## config.mk

```make
export PLATFORM = sky130hd
export DESIGN_NAME = framed_serial_port
export DESIGN_NICKNAME = d
export VERILOG_FILES = /design/src/logic/framed_serial_pkg.sv /design/src/logic/framed_serial_port.sv
export SDC_FILE = /design/constraint.sdc
export NUM_CORES = 1
export LEC_CHECK = 0
export ABC_AREA = 1
export BUFFER_PORTS_ARGS = -buffer_cell sky130_fd_sc_hd__buf_2
export CAP_MARGIN = 20
export CORE_MARGIN = 2
export CORE_UTILIZATION = 30
export CTS_CLUSTER_DIAMETER = 100
export DETAILED_ROUTE_END_ITERATION = 16
export HOLD_SLACK_MARGIN = 0.15
export PLACE_DENSITY = 0.51
export REMOVE_ABC_BUFFERS = 1
export SLEW_MARGIN = 20
export SYNTH_ARGS = -nofsm -noshare
export SYNTH_HDL_FRONTEND = slang
export SYNTH_SLANG_ARGS = --single-unit
```

## constraint.sdc

```tcl
create_clock -name mclk -period 3.3 [get_ports mclk]
set_clock_uncertainty 0.2 [all_clocks]
set_input_delay 0.66 -clock mclk [delete_from_list [all_inputs] [get_ports mclk]]
set_output_delay 0.66 -clock mclk [all_outputs]
set_load 0.01 [all_outputs]
```

## src/logic/framed_serial_pkg.sv

```systemverilog
// Overview of operation
// - Loopback routes receive sync, data internally; clock only when on-chip
// - Format bit picks 16-bit or 8-bit words
// - Byte mode sends low byte, receives low byte
// - Burst mode needs a sync per word
// - Continuous mode needs one sync; later syncs act
// - Sync source bit drives transmit sync as output
// - Clock source bit drives quarter-rate transmit clock
// - Receive clock and sync pins always inputs
// - Separate active-low transmitter and receiver resets
// - Transmit clock undriven when all three bits low
// - Bits 8 and 9 show clock pin levels
// - Receive ready rises on copy, raises interrupt
// - Transmit ready rises on copy, raises interrupt
// - Underflow flag low on empty or reset
// - Underflow halts transmitter, data output undriven
// - Overrun sets when data unread and shifter full
// - Overrun halts receiver, keeps shifter contents
// - Overrun clears on read or reset
// - Both halt bits low stop clocks immediately
// - Graceful stop finishes word; free-run keeps running
`default_nettype none

package framed_serial_pkg;

	// ****************************************************************
	// Register map, byte addresses on the bus.
	// ****************************************************************
	localparam logic [3:0]  CTRL_OFFSET     = 4'h0;
	localparam logic [3:0]  TX_DATA_OFFSET  = 4'h4;
	localparam logic [3:0]  RX_DATA_OFFSET  = 4'h8;

	// ****************************************************************
	// Control word fields.
	// ****************************************************************
	localparam int          BIT_LOOPBACK    = 1;
	localparam int          BIT_FORMAT      = 2;
	localparam int          BIT_FRAME_MODE  = 3;
	localparam int          BIT_CLOCK_SRC   = 4;
	localparam int          BIT_SYNC_SRC    = 5;
	localparam int          BIT_TX_RESET_N  = 6;
	localparam int          BIT_RX_RESET_N  = 7;
	localparam int          BIT_RX_CLK_LVL  = 8;
	localparam int          BIT_TX_CLK_LVL  = 9;
	localparam int          BIT_RX_READY    = 10;
	localparam int          BIT_TX_READY    = 11;
	localparam int          BIT_UNDERFLOW_N = 12;
	localparam int          BIT_OVERRUN     = 13;
	localparam int          BIT_SOFT_STOP   = 14;
	localparam int          BIT_FREE_RUN    = 15;
	localparam logic [15:0] CTRL_WRITE_MASK = 16'hc0fe;
	localparam logic [15:0] CTRL_RESET      = 16'h0000;
	localparam logic [15:0] DATA_RESET      = 16'h0000;
	localparam logic        TX_READY_RESET  = 1'b1;

	// ****************************************************************
	// Word lengths and the on-chip clock divider.
	// ****************************************************************
	localparam logic [4:0]  WORD_BITS_FULL  = 5'd16;
	localparam logic [4:0]  WORD_BITS_BYTE  = 5'd8;
	localparam int          TX_CLK_DIVIDE   = 4;
	localparam int          DIV_W           = $clog2(TX_CLK_DIVIDE);

	// ****************************************************************
	// Pin input slots in the synchroniser vector.
	// ****************************************************************
	localparam int          PIN_TX_CLK      = 0;
	localparam int          PIN_TX_SYNC     = 1;
	localparam int          PIN_RX_CLK      = 2;
	localparam int          PIN_RX_SYNC     = 3;
	localparam int          PIN_DATA        = 4;
	localparam int          PIN_COUNT       = 5;

	// ****************************************************************
	// Sequencer states.
	// ****************************************************************
	typedef enum logic [2:0] {
		TX_IDLE,
		TX_WAIT_SYNC,
		TX_GEN_SYNC,
		TX_ARMED,
		TX_SHIFT
	} tx_state_t;

	typedef enum logic {
		RX_IDLE,
		RX_SHIFT
	} rx_state_t;

endpackage

`default_nettype wire

```

## src/logic/framed_serial_port.sv

```systemverilog
`timescale 1ns/1ps
`default_nettype none

module framed_serial_port
	import framed_serial_pkg::*;
(
	// Clock and reset.
	input  wire logic        mclk,
	input  wire logic        rstn,
	// Register bus.
	input  wire logic [3:0]  address,
	input  wire logic        read,
	input  wire logic        write,
	input  wire logic [31:0] writedata,
	input  wire logic [3:0]  byteenable,
	output logic      [31:0] readdata,
	output logic             waitrequest,
	// Transmit clock pin.
	input  wire logic        transmit_serial_clock_in,
	output logic             transmit_serial_clock_out,
	output logic             transmit_serial_clock_oe,
	// Transmit frame sync pin.
	input  wire logic        transmit_frame_sync_in,
	output logic             transmit_frame_sync_out,
	output logic             transmit_frame_sync_oe,
	// Serial data pins.
	output logic             serial_data_out,
	output logic             serial_data_out_oe,
	input  wire logic        serial_data_in,
	// Receive pins, inputs only.
	input  wire logic        receive_serial_clock,
	input  wire logic        receive_frame_sync,
	// Debugger halt request.
	input  wire logic        debug_halt,
	// Ready interrupts.
	output logic             receive_interrupt,
	output logic             transmit_interrupt
);

	// ****************************************************************
	// Pin synchronisers
	// ****************************************************************
	logic [PIN_COUNT-1:0] pin_raw;
	logic [PIN_COUNT-1:0] pin_s1;
	logic [PIN_COUNT-1:0] pin_s2;
	logic [PIN_COUNT-1:0] pin_s3;
	logic [PIN_COUNT-1:0] pin_f;

	assign pin_raw[PIN_TX_CLK]  = transmit_serial_clock_in;
	assign pin_raw[PIN_TX_SYNC] = transmit_frame_sync_in;
	assign pin_raw[PIN_RX_CLK]  = receive_serial_clock;
	assign pin_raw[PIN_RX_SYNC] = receive_frame_sync;
	assign pin_raw[PIN_DATA]    = serial_data_in;

	// A level is accepted only once the second and third stages agree,
	// which rejects a single-cycle glitch at the cost of one cycle.
	always_ff @(posedge mclk or negedge rstn) begin
		if (!rstn) begin
			pin_s1 <= '0;
			pin_s2 <= '0;
			pin_s3 <= '0;
			pin_f  <= '0;
		end else begin
			pin_s1 <= pin_raw;
			pin_s2 <= pin_s1;
			pin_s3 <= pin_s2;
			pin_f  <= (pin_s2 & pin_s3) | (pin_f & (pin_s2 ^ pin_s3));
		end
	end

	// ****************************************************************
	// Control fields
	// ****************************************************************
	logic [15:0] control;
	logic [15:0] tx_data;
	logic [15:0] rx_data;

	wire loopback_select       = control[BIT_LOOPBACK];
	wire word_format_select    = control[BIT_FORMAT];
	wire frame_sync_mode       = control[BIT_FRAME_MODE];
	wire transmit_clock_source = control[BIT_CLOCK_SRC];
	wire transmit_sync_source  = control[BIT_SYNC_SRC];
	wire transmitter_reset_n   = control[BIT_TX_RESET_N];
	wire receiver_reset_n      = control[BIT_RX_RESET_N];
	wire soft_stop             = control[BIT_SOFT_STOP];
	wire free_run              = control[BIT_FREE_RUN];

	// Word length shared by both sections.
	wire [4:0] word_len = word_format_select ? WORD_BITS_BYTE
	                                         : WORD_BITS_FULL;

	// ****************************************************************
	// Register bus slave
	// ****************************************************************
	logic        ack;
	logic        transmit_ready_flag;
	logic        receive_ready_flag;
	logic        underflow_n;
	logic        overrun;
	logic [15:0] ctrl_view;

	// Every access takes one wait cycle; effects land on the edge at
	// which the master sees waitrequest low.
	wire req      = read | write;
	wire go       = req & ack;
	wire sel_ctrl = address == CTRL_OFFSET;
	wire sel_tx   = address == TX_DATA_OFFSET;
	wire sel_rx   = address == RX_DATA_OFFSET;
	wire ctrl_wr  = go & write & sel_ctrl;
	wire tx_wr    = go & write & sel_tx;
	wire rx_rd    = go & read & sel_rx;
	wire rx_gp_wr = go & write & sel_rx & ~receiver_reset_n;

	assign waitrequest = req & ~ack;

	function automatic logic [15:0] merge16(input logic [15:0] old,
	                                        input logic [15:0] wd,
	                                        input logic [1:0]  be);
		merge16 = {be[1] ? wd[15:8] : old[15:8],
		           be[0] ? wd[7:0]  : old[7:0]};
	endfunction

	// Status bits overlay the stored control bits, which are zero there.
	always_comb begin
		ctrl_view                  = control;
		ctrl_view[BIT_RX_CLK_LVL]  = pin_f[PIN_RX_CLK];
		ctrl_view[BIT_TX_CLK_LVL]  = pin_f[PIN_TX_CLK];
		ctrl_view[BIT_RX_READY]    = receive_ready_flag;
		ctrl_view[BIT_TX_READY]    = transmit_ready_flag;
		ctrl_view[BIT_UNDERFLOW_N] = underflow_n;
		ctrl_view[BIT_OVERRUN]     = overrun;
	end

	wire [15:0] rd_sel = sel_ctrl ? ctrl_view :
	                     sel_tx   ? tx_data   :
	                     sel_rx   ? rx_data   : 16'h0000;

	// Read data is captured in the wait cycle so it is steady at the
	// answering edge.
	always_ff @(posedge mclk or negedge rstn) begin
		if (!rstn) begin
			ack      <= 1'b0;
			readdata <= 32'h0000_0000;
		end else begin
			ack <= req & ~ack;
			if (read && !ack) begin
				readdata <= {16'h0000, rd_sel};
			end
		end
	end

	// Writable control bits; the two-write reconfiguration is simply
	// two ordinary writes here.
	always_ff @(posedge mclk or negedge rstn) begin
		if (!rstn) begin
			control <= CTRL_RESET;
		end else if (ctrl_wr) begin
			control <= merge16(control, writedata[15:0], byteenable[1:0])
			           & CTRL_WRITE_MASK;
		end
	end

	// ****************************************************************
	// Emulation halt and clock sources
	// ****************************************************************
	tx_state_t        tx_state;
	logic [DIV_W-1:0] div;
	logic             tx_clk_prev;
	logic             fs_out;
	logic             dout;

	wire stop_now = debug_halt & ~free_run & ~soft_stop;
	wire tx_busy  = (tx_state == TX_GEN_SYNC) | (tx_state == TX_ARMED)
	              | (tx_state == TX_SHIFT);
	// Graceful stop keeps the transmit clock only while a word is out.
	wire tx_run   = ~debug_halt | free_run | (soft_stop & tx_busy);
	wire rx_run   = ~stop_now;

	// On-chip transmit clock, a quarter of the block clock.
	always_ff @(posedge mclk or negedge rstn) begin
		if (!rstn) begin
			div <= '0;
		end else begin
			div <= div + {{(DIV_W-1){1'b0}}, tx_run};
		end
	end

	assign transmit_serial_clock_out = div[DIV_W-1];
	assign transmit_serial_clock_oe  = transmit_clock_source
	        & (transmitter_reset_n | receiver_reset_n);

	wire tx_clk_now  = transmit_clock_source ? div[DIV_W-1]
	                                         : pin_f[PIN_TX_CLK];
	wire tx_rise     = tx_clk_now & ~tx_clk_prev & tx_run;
	wire tx_fall     = ~tx_clk_now & tx_clk_prev & tx_run;
	wire tx_sync_now = transmit_sync_source ? fs_out : pin_f[PIN_TX_SYNC];

	// Receive side always listens; loopback swaps in transmit sync and data, and the transmit clock only when it is on-chip.
	wire rx_clk_now  = (loopback_select & transmit_clock_source)
	                   ? tx_clk_now : pin_f[PIN_RX_CLK];
	wire rx_sync_now = loopback_select ? tx_sync_now
	                                   : pin_f[PIN_RX_SYNC];
	wire rx_data_now = loopback_select ? (dout & serial_data_out_oe)
	                                   : pin_f[PIN_DATA];

	// ****************************************************************
	// Transmitter
	// ****************************************************************
	logic [15:0] tx_word;
	logic [15:0] tx_shift;
	logic [4:0]  tx_count;
	logic        tx_have;

	wire [15:0] tx_load = word_format_select ? {tx_data[7:0], 8'h00}
	                                         : tx_data;
	wire tx_last     = (tx_state == TX_SHIFT) & (tx_count == word_len);
	wire tx_copy     = transmitter_reset_n & tx_rise & tx_have
	                 & ((tx_state == TX_IDLE) | tx_last);
	wire tx_continue = tx_copy & tx_last & ~frame_sync_mode;
	wire tx_uflow    = transmitter_reset_n & tx_rise & tx_last & ~tx_have;
	wire ext_sync    = tx_fall & ~transmit_sync_source
	                 & pin_f[PIN_TX_SYNC];
	wire next_transmit_ready_flag   = ~transmitter_reset_n | tx_copy
	                 | (transmit_ready_flag & ~tx_wr);
	wire next_uflow_n = transmitter_reset_n & ~tx_uflow
	                  & (underflow_n | tx_wr);
	wire next_tx_have = tx_wr
	                  | (transmitter_reset_n & tx_have & ~tx_copy);
	wire tx_after_copy_gen = transmit_sync_source;

	// Holding register stays usable as plain storage during reset.
	always_ff @(posedge mclk or negedge rstn) begin
		if (!rstn) begin
			tx_data <= DATA_RESET;
		end else if (tx_wr) begin
			tx_data <= merge16(tx_data, writedata[15:0], byteenable[1:0]);
		end
	end

	// Ready and underflow flags; a setting event beats a clear.
	always_ff @(posedge mclk or negedge rstn) begin
		if (!rstn) begin
			transmit_ready_flag               <= TX_READY_RESET;
			underflow_n        <= 1'b0;
			tx_have            <= 1'b0;
			transmit_interrupt <= 1'b0;
			tx_clk_prev        <= 1'b0;
		end else begin
			transmit_ready_flag               <= next_transmit_ready_flag;
			underflow_n        <= next_uflow_n;
			tx_have            <= next_tx_have;
			transmit_interrupt <= next_transmit_ready_flag & ~transmit_ready_flag;
			tx_clk_prev        <= tx_clk_now;
		end
	end

	// Transmit sequencer. Internal sync: copy, sync pulse, then bits on
	// successive rising edges. External sync is sampled on falling
	// edges and is acted on in every state but TX_GEN_SYNC, so a stray pulse restarts
	// the word.
	always_ff @(posedge mclk or negedge rstn) begin
		if (!rstn) begin
			tx_state <= TX_IDLE;
			tx_word  <= DATA_RESET;
			tx_shift <= DATA_RESET;
			tx_count <= 5'd0;
			fs_out   <= 1'b0;
			dout     <= 1'b0;
		end else if (!transmitter_reset_n || stop_now) begin
			tx_state <= TX_IDLE;
			fs_out   <= 1'b0;
		end else if (ext_sync && tx_state != TX_GEN_SYNC) begin
			tx_state <= TX_ARMED;
		end else if (tx_rise) begin
			unique case (tx_state)
				TX_IDLE, TX_WAIT_SYNC: begin
					if (tx_copy) begin
						tx_word  <= tx_load;
						tx_state <= tx_after_copy_gen ? TX_GEN_SYNC
						                              : TX_WAIT_SYNC;
					end
				end
				TX_GEN_SYNC: begin
					fs_out   <= 1'b1;
					tx_state <= TX_ARMED;
				end
				TX_ARMED: begin
					fs_out   <= 1'b0;
					dout     <= tx_word[15];
					tx_shift <= {tx_word[14:0], 1'b0};
					tx_count <= 5'd1;
					tx_state <= TX_SHIFT;
				end
				TX_SHIFT: begin
					if (!tx_last) begin
						dout     <= tx_shift[15];
						tx_shift <= {tx_shift[14:0], 1'b0};
						tx_count <= 5'(tx_count + 5'd1);
					end else if (tx_continue) begin
						tx_word  <= tx_load;
						dout     <= tx_load[15];
						tx_shift <= {tx_load[14:0], 1'b0};
						tx_count <= 5'd1;
					end else if (tx_copy) begin
						tx_word  <= tx_load;
						tx_state <= tx_after_copy_gen ? TX_GEN_SYNC
						                              : TX_WAIT_SYNC;
					end else begin
						tx_state <= TX_IDLE;
					end
				end
			endcase
		end
	end

	assign transmit_frame_sync_out = fs_out;
	assign transmit_frame_sync_oe  = transmit_sync_source;
	assign serial_data_out         = dout;
	assign serial_data_out_oe      = tx_state == TX_SHIFT;

	// ****************************************************************
	// Receiver
	// ****************************************************************
	rx_state_t   rx_state;
	logic [15:0] rx_shift;
	logic [4:0]  rx_count;
	logic        rsr_full;
	logic        rx_clk_prev;

	wire rx_fall   = ~rx_clk_now & rx_clk_prev & rx_run;
	wire rx_sync_hit = rx_fall & rx_sync_now;
	// Bits are taken only after the sync pulse has ended.
	wire rx_bit    = rx_fall & ~rx_sync_now & (rx_state == RX_SHIFT)
	               & ~overrun;
	wire [15:0] rx_next = {rx_shift[14:0], rx_data_now};
	wire rx_done   = rx_bit & (5'(rx_count + 5'd1) == word_len);
	wire [15:0] rx_word = word_format_select
	                      ? {8'h00, rx_next[7:0]} : rx_next;
	wire [15:0] rx_held = word_format_select
	                      ? {8'h00, rx_shift[7:0]} : rx_shift;
	wire rx_copy_new = rx_done & (~receive_ready_flag | rx_rd);
	wire rx_copy_old = rx_rd & rsr_full;
	wire rx_full_evt = rx_done & receive_ready_flag & ~rx_rd;
	wire rx_ovr_evt  = (rx_full_evt & ~frame_sync_mode)
	                 | (rx_sync_hit & frame_sync_mode & rsr_full);
	wire next_receive_ready_flag   = receiver_reset_n
	        & (rx_copy_new | rx_copy_old | (receive_ready_flag & ~rx_rd));
	wire next_overrun = receiver_reset_n
	        & (rx_ovr_evt | (overrun & ~rx_rd));
	wire next_rsr_full = receiver_reset_n
	        & (rx_full_evt | (rsr_full & ~rx_rd));
	wire rx_start  = rx_sync_hit & ~overrun
	               & ~(frame_sync_mode & rsr_full);

	// Ready, overrun and holding register; a read that meets a held
	// word moves it across so nothing is lost.
	always_ff @(posedge mclk or negedge rstn) begin
		if (!rstn) begin
			receive_ready_flag              <= 1'b0;
			overrun           <= 1'b0;
			rsr_full          <= 1'b0;
			rx_data           <= DATA_RESET;
			receive_interrupt <= 1'b0;
			rx_clk_prev       <= 1'b0;
		end else begin
			receive_ready_flag              <= next_receive_ready_flag;
			overrun           <= next_overrun;
			rsr_full          <= next_rsr_full;
			receive_interrupt <= next_receive_ready_flag & ~receive_ready_flag;
			rx_clk_prev       <= rx_clk_now;
			if (rx_copy_new) begin
				rx_data <= rx_word;
			end else if (rx_copy_old) begin
				rx_data <= rx_held;
			end else if (rx_gp_wr) begin
				rx_data <= merge16(rx_data, writedata[15:0],
				                   byteenable[1:0]);
			end
		end
	end

	// Receive sequencer. Burst mode drops back to idle after each word;
	// continuous mode keeps shifting after the first sync.
	always_ff @(posedge mclk or negedge rstn) begin
		if (!rstn) begin
			rx_state <= RX_IDLE;
			rx_shift <= DATA_RESET;
			rx_count <= 5'd0;
		end else if (!receiver_reset_n || stop_now) begin
			rx_state <= RX_IDLE;
			rx_count <= 5'd0;
		end else if (rx_start) begin
			rx_state <= RX_SHIFT;
			rx_count <= 5'd0;
		end else if (rx_bit) begin
			rx_shift <= rx_next;
			rx_count <= rx_done ? 5'd0 : 5'(rx_count + 5'd1);
			if (rx_done && frame_sync_mode) begin
				rx_state <= RX_IDLE;
			end
		end
	end

endmodule

`default_nettype wire

```

==> metrics.txt <==
H-tree level count 4; root buffer cell clkbuf_16; fmax 402 MHz; CTS Buffer Depth 2; number of enable flip-flop cells after synthesis 0; critical-path cell list nor2_2 -> nand2_2 -> inv_2 -> buf_2; GRT Resource Usage Total between 10% and 20%; first-pass GRT wire length ~32,000 um; ant diodes 0; Seq/Total Area, Yosys 51.3%; die area 26,200 sq um; drt total wl approximately 20,000 um; Syn Area/Cell 8.16 sq um; Yosys cell types 39; required time worst endpoint 2.44 ns; Synth Instances a little over 900; Leak 4.33 nW; CTS sink cnt 153; Tcrit/Tclk final 75.3%; VDD IR-drop max roughly 0.25 mV; Seq cells post-synth 153; Initial Util a little under a third; routed len/inst 15.2 um; Final Slew Violations 0; RePlAce Congestion 0.797; unrepaired setup endpoints after global routing false; max_cap viols 0; ys async rst share 100%; IO Port Bufs 56; Hold Crit Class flop to flop; core area 24,400 sq um; status finished, final reports clean; routed vias/inst between 4 and 5; critical path type flop to output pin; die height 162 um; Worst EP arrival 1.62 ns; startpoint types flop; delay-heaviest family, CP flip-flops; most common flop cell mapped by yosys dfrtp_1; via count 6,047; total power roughly 4.5 mW; synth warn 0; Num CTS Buffers 17; Rows between 50 and 60; Hold Vio Cnt, Final 0; Min Hold Slack ~0.15 ns; DR iter-0 viols 451; crit path time final 2.48 ns; largest net degree at the start of global routing between 60 and 70; vias in the first global route roughly 5,700; clock-pin slew on the worst setup and hold paths 0.06 ns; largest stage delay on the critical path 0.46 ns; critical path capture point type output pin; number of remaining DRC errors 0; reg2reg setup slack between 0.8 and 0.9 ns; initial antenna violation count 0; Buf/Inv on CP 2; drt first pass iters 5; area delta synth->final 17.2%; Antenna Nets Post-Route 0; io pins a little over 90; worst relative slew slack 58.9%; Post-CTS Setup Bufs 0; die width 162 um; cts hold-fix bufs 7; Nets 1,040; Least-Margin Pin Slew 0.617 ns; total grt overflow 0; Clk Latency, worst-skew pair 0.43 ns; slowest stage cell, crit path dfrtp_1; CP max FO 14; Final Setup Violations 0; post-cts resize count 0; layout cells sized above 1 13.7%; post-DP HPWL around 14,000 um; synthesized cell area 7470 sq um; Power Density 513 nW/um^2; CTS tree done
## per-layer routing
layer	up-vias	wire (um)	global-route usage (%)	share of wire [%]
li1	3109	-	-	-
met1	2810	9870	22.4	49
met2	111	9030	24.4	45
met3	17	736	3.40	3.7
met4	0	312	4.71	1.6
met5	-	0	0	0
## cells in the mapped netlist, types with 5 or more instances
master / number / area [sq um]
nand3_1: 54 / 270
a21oi_1: 26 / 130
nor2_1: 29 / 109
dfrtp_1: 152 / 3800
nand2_1: 252 / 946
a31oi_1: 9 / 56.3
o21ai_0: 112 / 561
o22ai_1: 9 / 56.3
a21o_1: 5 / 37.5
clkbuf_1: 15 / 56.3
o21ai_1: 38 / 190
o221a_2: 5 / 56.3
nand4_1: 21 / 131
buf_4: 18 / 135
inv_1: 102 / 383
buf_2: 16 / 80.1
ha_1: 10 / 125
## placed cells by master (no fill, tap or decap), types with 3 or more instances in the layout
| cell type | netlist | routed |
|---|---|---|
| nor2_2 | 4 | 4 |
| buf_4 | 18 | 20 |
| o22ai_1 | 9 | 9 |
| o21ai_0 | 112 | 112 |
| clkinv_2 | 0 | 5 |
| a31oi_1 | 9 | 9 |
| inv_1 | 102 | 102 |
| nor2_1 | 29 | 29 |
| o221a_2 | 5 | 5 |
| nor3_1 | 4 | 4 |
| xor2_1 | 3 | 3 |
| nand4_1 | 21 | 21 |
| inv_2 | 4 | 4 |
| nand3_2 | 4 | 4 |
| nand2_1 | 252 | 252 |
| nand3_1 | 54 | 54 |
| dlygate4sd3_1 | 0 | 7 |
| o21ai_1 | 38 | 38 |
| clkbuf_16 | 0 | 17 |
| conb_1 | 1 | 16 |
| dfrtp_1 | 152 | 152 |
| nand2_2 | 3 | 3 |
| a21o_1 | 5 | 5 |
| a21oi_1 | 26 | 26 |
| buf_2 | 16 | 55 |
| ha_1 | 10 | 10 |
| inv_6 | 0 | 3 |
## where the power goes
group,internal [mW],switching (mW),total [mW]
Combinational,0.151,0.295,0.447
Clock,1.12,0.823,1.94
Sequential,1.99,0.115,2.11
## metrics by stage
stage                     setup TNS (ns)  std cells  worst slack [ns]  util [%]  area, sq um
after CTS                              0       1316             0.794      35.9         8750
after global routing                   0       1316             0.581      35.9         8750
after detailed placement               0       1278             0.433      33.3         8110
final                                  0       1316             0.815      35.9         8750
after global placement                 0       1278             0.408      33.3         8110
after floorplan                    -3.24        876            -0.262         -         7230
## state kept, by name, indices dropped and copies added, names as in the netlist, 2 cells and up
register  count
pin_s1        5
tx_state      3
tx_data      16
div           2
readdata     16
tx_word      16
pin_s3        5
control       9
rx_shift     16
pin_s2        5
tx_shift     15
tx_count      5
pin_f         5
rx_data      16
rx_count      5
## logic make-up (layout without fill, tap and decap cells)
kind of cell	after synthesis	in the layout	share of synthesized area, %
AO/OA/AOI/OAI	210	210	15.2
XOR/XNOR	4	4	0.469
adder cells (fa/ha/maj)	10	10	1.68
buffers and inverters	160	222	9.31
flip-flops	153	153	51.3
multiplexers	1	1	0.151
other	1	16	0.0502
AND/OR/NAND/NOR	376	376	21.9
## final cells by class
cell class,count,area [sq um]
inverter,106,398
clock buffer,17,425
timing repair buffer,85,547
fill,2612,15600
multi-input combinational,617,3000
tap,324,405
sequential,153,3830
clock inverter,14,148
## path summary, 6_finish.rpt
| path | from | end | cells after the start |
|---|---|---|---|
| min in group asynchronous | rstn | tx_word[11]$_DFFE_PN0P_ | 2 |
| worst min register to register | pin_s1[4]$_DFF_PN0_ | pin_s2[4]$_DFF_PN0_ | 0 |
| worst max-delay path | tx_state[0]$_DFFE_PN0P_ | serial_data_out_oe | 4 |
| worst max register to register | control[2]$_DFFE_PN0P_ | tx_shift[12]$_DFFE_PN0P_ | 11 |
| max in group asynchronous | rstn | rx_state$_DFFE_PN0P_ | 3 |
| worst min-delay path | pin_s1[4]$_DFF_PN0_ | pin_s2[4]$_DFF_PN0_ | 0 |
Power figures use the tool's default switching activity.
